### src/lal_pkg.sv
// Shared constants and types for the low-level analog latch
package lal_pkg;
  localparam int LAL_DATA_W = 16;
  localparam logic [15:0] LAL_RESET_VAL = 16'h0000;
  // Enable source selection
  localparam logic [1:0] LAL_EN_SIGNAL = 2'h0;
  localparam logic [1:0] LAL_EN_ALWAYS_ON = 2'h1;
  localparam logic [1:0] LAL_EN_ALWAYS_OFF = 2'h2;
  // Trigger source selection
  localparam logic [1:0] LAL_TRG_CONST = 2'h0;
  localparam logic [1:0] LAL_TRG_DIG_IN = 2'h1;
  localparam logic [1:0] LAL_TRG_VIRT_OUT = 2'h2;
  localparam logic [1:0] LAL_TRG_NESTED = 2'h3;
  typedef logic [LAL_DATA_W-1:0] lal_word_t;
endpackage : lal_pkg

### src/lal_latch.sv
// Low-level analog latch: pass while trigger high, hold while low
// Notes on behaviour
// - Enabled and trigger 1: output follows the present analog input.
// - Enabled trigger fall 1 to 0 captures the present analog input.
// - Trigger held at 0: output keeps the captured value.
// - Input, held value and output are one 16-bit word.
// - Value carried as raw bits, signedness never interpreted.
// - Disabled: output frozen at its value when disabling occurred.
// - On enable, resume at once from the latest inputs.
// - Enable is a signal, or constant always on or always off.
// - Trigger from constant, digital input, virtual output or nested block.
`timescale 1ns/1ns
module lal_latch
  import lal_pkg::*;
(
  input wire logic core_clk,
  input wire logic sys_rst,
  input wire logic clk_en,
  input wire logic [1:0] en_sel,
  input wire logic en_in,
  input wire logic [1:0] trg_sel,
  input wire logic trg_const,
  input wire logic trg_dig_in,
  input wire logic trg_virt_out,
  input wire logic trg_nested,
  input wire lal_word_t analog_in,
  output lal_word_t latch_out,
  output logic active
);
  lal_word_t out_q;
  lal_word_t out_d;
  logic trg_q;
  logic trg_d;
  logic en_eff;
  logic trg_eff;
  logic trg_fall;

  // Decode of enable source
  always_comb
  begin
    case (en_sel)
      LAL_EN_SIGNAL: en_eff = en_in;
      LAL_EN_ALWAYS_ON: en_eff = 1'b1;
      LAL_EN_ALWAYS_OFF: en_eff = 1'b0;
      default: en_eff = 1'b0;
    endcase
  end

  // Decode of trigger source
  always_comb
  begin
    case (trg_sel)
      LAL_TRG_CONST: trg_eff = trg_const;
      LAL_TRG_DIG_IN: trg_eff = trg_dig_in;
      LAL_TRG_VIRT_OUT: trg_eff = trg_virt_out;
      LAL_TRG_NESTED: trg_eff = trg_nested;
      default: trg_eff = 1'b0;
    endcase
  end

  // Falling trigger: history says 1, present sample says 0
  assign trg_fall = trg_q && !trg_eff;

  // Trigger history, sampled even while disabled
  always_comb
  begin
    trg_d = trg_eff;
  end

  always_ff @(posedge core_clk)
  begin
    if (sys_rst)
      trg_q <= 1'b0;
    else if (clk_en)
      trg_q <= trg_d;
  end

  // Output word: pass at level 1, capture at the fall, else keep
  always_comb
  begin
    out_d = out_q;
    if (en_eff)
    begin
      if (trg_eff)
        out_d = analog_in;
      else if (trg_fall)
        out_d = analog_in;
    end // Holding at 0, or disabled: keep value
  end

  always_ff @(posedge core_clk)
  begin
    if (sys_rst)
      out_q <= LAL_RESET_VAL;
    else if (clk_en)
      out_q <= out_d;
  end

  assign latch_out = out_q;
  assign active = en_eff;

  a_pass_high: assert property (
    @(posedge core_clk) disable iff (sys_rst)
    clk_en && en_eff && trg_eff |=> latch_out == $past(analog_in))
    else $error("output did not follow input while trigger high");

  a_capture_fall: assert property (
    @(posedge core_clk) disable iff (sys_rst)
    clk_en && en_eff && trg_fall |=> latch_out == $past(analog_in))
    else $error("falling trigger did not capture input");

  a_fall_once: assert property (
    @(posedge core_clk) disable iff (sys_rst)
    clk_en && trg_fall |=> !trg_fall)
    else $error("one fall seen twice");

  a_hold_low: assert property (
    @(posedge core_clk) disable iff (sys_rst)
    clk_en && en_eff && !trg_eff && !trg_q |=> $stable(latch_out))
    else $error("held value changed while trigger low");

  a_low_ignores: assert property (
    @(posedge core_clk) disable iff (sys_rst)
    clk_en && en_eff && !trg_eff && !trg_q && $changed(analog_in)
    |=> $stable(latch_out))
    else $error("input change leaked through while trigger low");

  a_raw_bits: assert property (
    @(posedge core_clk) disable iff (sys_rst)
    clk_en && en_eff && (trg_eff || trg_q) && analog_in == 16'h8000
    |=> latch_out == 16'h8000)
    else $error("bit pattern altered");

  a_raw_max: assert property (
    @(posedge core_clk) disable iff (sys_rst)
    clk_en && en_eff && trg_eff && analog_in == 16'hffff
    |=> latch_out == 16'hffff)
    else $error("all-ones pattern altered");

  a_freeze_off: assert property (
    @(posedge core_clk) disable iff (sys_rst)
    !en_eff |=> $stable(latch_out))
    else $error("output changed while disabled");

  a_off_observe: assert property (
    @(posedge core_clk) disable iff (sys_rst)
    clk_en && !en_eff |=> trg_q == $past(trg_eff))
    else $error("trigger not observed while disabled");

  a_resume_on: assert property (
    @(posedge core_clk) disable iff (sys_rst)
    clk_en && !$past(en_eff) && en_eff && trg_eff
    |=> latch_out == $past(analog_in))
    else $error("no pass-through right after enabling");

  a_resume_fall: assert property (
    @(posedge core_clk) disable iff (sys_rst)
    clk_en && !$past(en_eff) && en_eff && trg_fall
    |=> latch_out == $past(analog_in))
    else $error("no capture of a fall seen at enabling");

  a_resume_hold: assert property (
    @(posedge core_clk) disable iff (sys_rst)
    clk_en && !$past(en_eff) && en_eff && !trg_eff && !trg_q
    |=> $stable(latch_out))
    else $error("frozen value lost at enabling with trigger low");

  a_force_off: assert property (
    @(posedge core_clk) disable iff (sys_rst)
    en_sel == LAL_EN_ALWAYS_OFF |-> !active)
    else $error("always-off enable still active");

  a_force_on: assert property (
    @(posedge core_clk) disable iff (sys_rst)
    en_sel == LAL_EN_ALWAYS_ON |-> active)
    else $error("always-on enable not active");

  a_en_signal: assert property (
    @(posedge core_clk) disable iff (sys_rst)
    en_sel == LAL_EN_SIGNAL |-> active == en_in)
    else $error("signal enable not followed");

  a_spare_off: assert property (
    @(posedge core_clk) disable iff (sys_rst)
    en_sel == 2'h3 |-> !active)
    else $error("spare enable setting not disabled");

  a_trg_const: assert property (
    @(posedge core_clk) disable iff (sys_rst)
    trg_sel == LAL_TRG_CONST |-> trg_eff == trg_const)
    else $error("constant trigger source not selected");

  a_trg_dig: assert property (
    @(posedge core_clk) disable iff (sys_rst)
    trg_sel == LAL_TRG_DIG_IN |-> trg_eff == trg_dig_in)
    else $error("digital input trigger source not selected");

  a_trg_virt: assert property (
    @(posedge core_clk) disable iff (sys_rst)
    trg_sel == LAL_TRG_VIRT_OUT |-> trg_eff == trg_virt_out)
    else $error("virtual output trigger source not selected");

  a_trg_nested: assert property (
    @(posedge core_clk) disable iff (sys_rst)
    trg_sel == LAL_TRG_NESTED |-> trg_eff == trg_nested)
    else $error("nested trigger source not selected");

  a_reset_zero: assert property (
    @(posedge core_clk)
    sys_rst |=> latch_out == LAL_RESET_VAL)
    else $error("reset did not clear output");

  a_reset_hist: assert property (
    @(posedge core_clk)
    sys_rst |=> !trg_q)
    else $error("reset did not clear trigger history");

  a_trg_history: assert property (
    @(posedge core_clk) disable iff (sys_rst)
    clk_en |=> trg_q == $past(trg_eff))
    else $error("trigger history missed a sample");

  a_clken_hold: assert property (
    @(posedge core_clk) disable iff (sys_rst)
    !clk_en |=> $stable(latch_out))
    else $error("output changed with clock enable low");

  a_clken_hist: assert property (
    @(posedge core_clk) disable iff (sys_rst)
    !clk_en |=> $stable(trg_q))
    else $error("trigger history changed with clock enable low");
endmodule : lal_latch

### config.mk
export PLATFORM = sky130hd
export DESIGN_NAME = lal_latch
export DESIGN_NICKNAME = d
export VERILOG_FILES = /design/src/lal_pkg.sv /design/src/lal_latch.sv
export SDC_FILE = /design/constraint.sdc
export NUM_CORES = 1
export LEC_CHECK = 0
export BUFFER_PORTS_ARGS = -buffer_cell sky130_fd_sc_hd__buf_2
export CAP_MARGIN = 40
export CORE_UTILIZATION = 46
export DETAILED_ROUTE_END_ITERATION = 12
export PLACE_DENSITY = 0.9
export SLEW_MARGIN = 15
export SYNTH_ARGS = -nofsm -noshare
export SYNTH_HDL_FRONTEND = slang
export SYNTH_SLANG_ARGS = --single-unit
### constraint.sdc
create_clock -name core_clk -period 4.65 [get_ports core_clk]
set_clock_uncertainty 0.15 [all_clocks]
set_input_delay 0.2325 -clock core_clk [delete_from_list [all_inputs] [get_ports core_clk]]
set_output_delay 0.2325 -clock core_clk [all_outputs]
set_load 0.1 [all_outputs]
==> qor.yml <==
worst_setup_path:
  cp_top_family: "compound AO/OA/AOI/OAI gates"
  r2r_end: "latch_out[7]"
  r2r-start: "trg_q"
  critPathCaptureType: "flop"
  critPathBufInv: 1
  cpPeakStageDelay_ns: 0.44
  path_cells: "nor2_1 -> a221oi_4 -> buf_6 -> mux2i_1"
  critical_path_class: "reg2reg"
  crit_arrival_ns: 1.63
  endpoint: "latch_out[7]"
  cp-start-kind: "flop"
  worstPathRequired_ns: 4.72
  reg2reg_depth: 4
  cp_max_fo: 12
  rrSetupSlack_ns: 3.09
  cp.depth: 4
  worstSetupStartpoint: "trg_q"
  cp_slowest_cell: "a221oi_4"
clock_network:
  cts-resized-gates: 0
  cts.path.max_buffers: 2
  cts_sinks: 17
  postCtsHoldBufs: 0
  clk_latency_ns: 0.29
  cts_buffers: 3
  cts_tree: "built"
  clkTransAtPathRegs_ns: 0.10
  h-tree-depth: 1
  post-cts-setup-buffer-count: 0
  root_buffer: "clkbuf_4"
yosys:
  synth_nets: 107
  seq_area_frac_synth_pct: 41.5
  synth_seq_cells: 17
  synth-warning-count: 0
  synth_top_family_by_area: "simple AND/OR/NAND/NOR gates"
  netlist_instances: 79
  synth_compound_area_share_pct: 4.42
  ys_types: 10
  avgSynthCellArea_um2: 10.4
  yosys.area_share.simple_pct: 26.5
  muxShareOfSynthArea_pct: 24.4
  synthAdderAreaFrac_pct: 0
  synth-xor-area-share_pct: 0
  syn_area_um2: 821
grt:
  grt_max_degree: 34
  grt_use_total_pct: 17.9
  overflow: 0
  grt_pass1_wl_um: 2530
  antenna_found_initial: 0
  first_global_vias: 639
final_layout:
  postLayoutCellArea_um2: 1080
  layout.area.seq_um2: 340
  layout-drive-gt1-share_pct: 40.3
  final_nets: 153
  multi_input_area_um2: 454
  area_delta_synth_final_pct: 31.9
  mostFrequentLayoutCell: "buf_2"
  num-fill-cells: 136
  antenna_cells: 0
  final_cell_mix: "buf_2 (44), nand2b_1 (32), mux2i_1 (20)"
routing:
  wire_per_inst_um: 10.8
  num_vias: 689
  wl_um: 1600
  dr.pass1.iters: 8
  detail-route-antenna-nets: 0
  drc: 3
  drt_iter0_markers: 5
  viasPerCell: 4.66
placement:
  dpl.hpwl_um: 1190
  postPlaceCellArea_um2: 1040
  io_buffers: 44
  place_congestion: 0.683
floorplanning:
  die_y_um: 44.2
  die-area_um2: 1960
  initial_core_util_pct: 51.5
  core_um2: 1590
  rows: 14
  io_pins: 45
  die_w_um: 44.2
pwr:
  power_frac_seq_pct: 47.6
  power_frac_comb_pct: 28.3
  vdd_ir_drop_max_mv: 0.193
  power.switching_mw: 0.113
  leakagePower_nw: 0.502
  power_mw: 0.326
  clkPwrFrac_pct: 24.1
  internal-power_mw: 0.213
  power.density_nw_per_um2: 301
  switching_share_pct: 34.8
sta:
  hold_violations: 0
  max_clock_freq_mhz: 641
  period_share_pct: 33.5
  worst_pin_slew_ns: 0.491
  setup_tns_ns: 0
  holdWs_ns: 0.0365
  rsz0062_at_grt: "no"
  setup_viol: 0
  drv_slew: 0
  period_needed_ns: 1.56
  maxSlewHeadroom_pct: 67.5
flow_run:
  cap_viol_max_count: 0
run_status:
  outcome: "finished with violations"
  violations: "design-rule violations"
hold_path:
  hold_class: "in2reg"
## area by class of cell
class,instances,area share (%)
Multi-Input combinational cell,58,42.0
Sequential cell,17,31.4
Tap cell,24,2.77
Timing Repair Buffer,45,21.4
Clock buffer,4,2.43
## synthesized netlist by cell type
| master | number | area share, % |
|---|---|---|
| a221oi_4 | 1 | 3.2 |
| buf_8 | 1 | 1.8 |
| clkbuf_1 | 3 | 1.4 |
| nor2_1 | 2 | 0.91 |
| mux2i_1 | 20 | 24 |
| nor2b_1 | 1 | 0.76 |
| dfxtp_1 | 17 | 41 |
| o21ba_2 | 1 | 1.2 |
| nand2_1 | 1 | 0.46 |
| nand2b_1 | 32 | 24 |
## sequential cells by signal (all words and copies together), names as in the netlist
name       cells
trg_q          1
latch_out     16
## kinds of logic after synthesis
group / after synthesis
and+or+nand+nor: 36
AOI/OAI and AO/OA: 2
muxes: 20
buffers and inverters: 4
DFF: 17
## how the worst min path moves through the flow
stage / startpoint / to / slack (ns) / cells past startpoint
floorplan: clk_en / trg_q / 0.23 / 2
global placement: latch_out[4] / latch_out[4] / 0.31 / 2
detailed placement: latch_out[2] / latch_out[2] / 0.32 / 2
CTS: analog_in[1] / latch_out[1] / 0.04 / 3
global route: analog_in[11] / latch_out[11] / 0.03 / 3
finish: analog_in[1] / latch_out[1] / 0.04 / 3
## power groups by stage
| stage | sequential, mW | clock [mW] | combinational (mW) |
|---|---|---|---|
| 2_1_floorplan | 0.199 | 0 | 0.0311 |
| 3_3_place_gp | 0.158 | 0 | 0.0904 |
| 3_5_place_dp | 0.159 | 0 | 0.0919 |
| 4_1_cts | 0.155 | 0.0793 | 0.0921 |
| 5_1_grt | 0.156 | 0.0884 | 0.0970 |
| 6_report | 0.155 | 0.0784 | 0.0922 |
## metal layers
layer,vias up,GRT usage (%),routed length (µm)
met4,0,10.9,36
met2,26,31.2,832
met1,309,20.2,626
met3,5,3.27,101
met5,-,0,0
li1,349,-,-
## stage by stage
| step | instances | utilization [%] | setup slack [ns] |
|---|---|---|---|
| 2_1_floorplan | 79 | - | 2.63 |
| 3_3_place_gp | 143 | 65.5 | 2.72 |
| 3_5_place_dp | 143 | 65.5 | 2.67 |
| 4_1_cts | 147 | 67.2 | 2.82 |
| 5_1_grt | 148 | 67.9 | 3.00 |
| 6_report | 148 | 67.9 | 3.09 |
## worst register-to-register path, cell delays in order (launching register included)
cell	delay [ns]
dfxtp_1	0.36
nor2_1	0.08
a221oi_4	0.44
buf_6	0.25
mux2i_1	0.21
No activity file was read; power rests on OpenSTA's default activity.
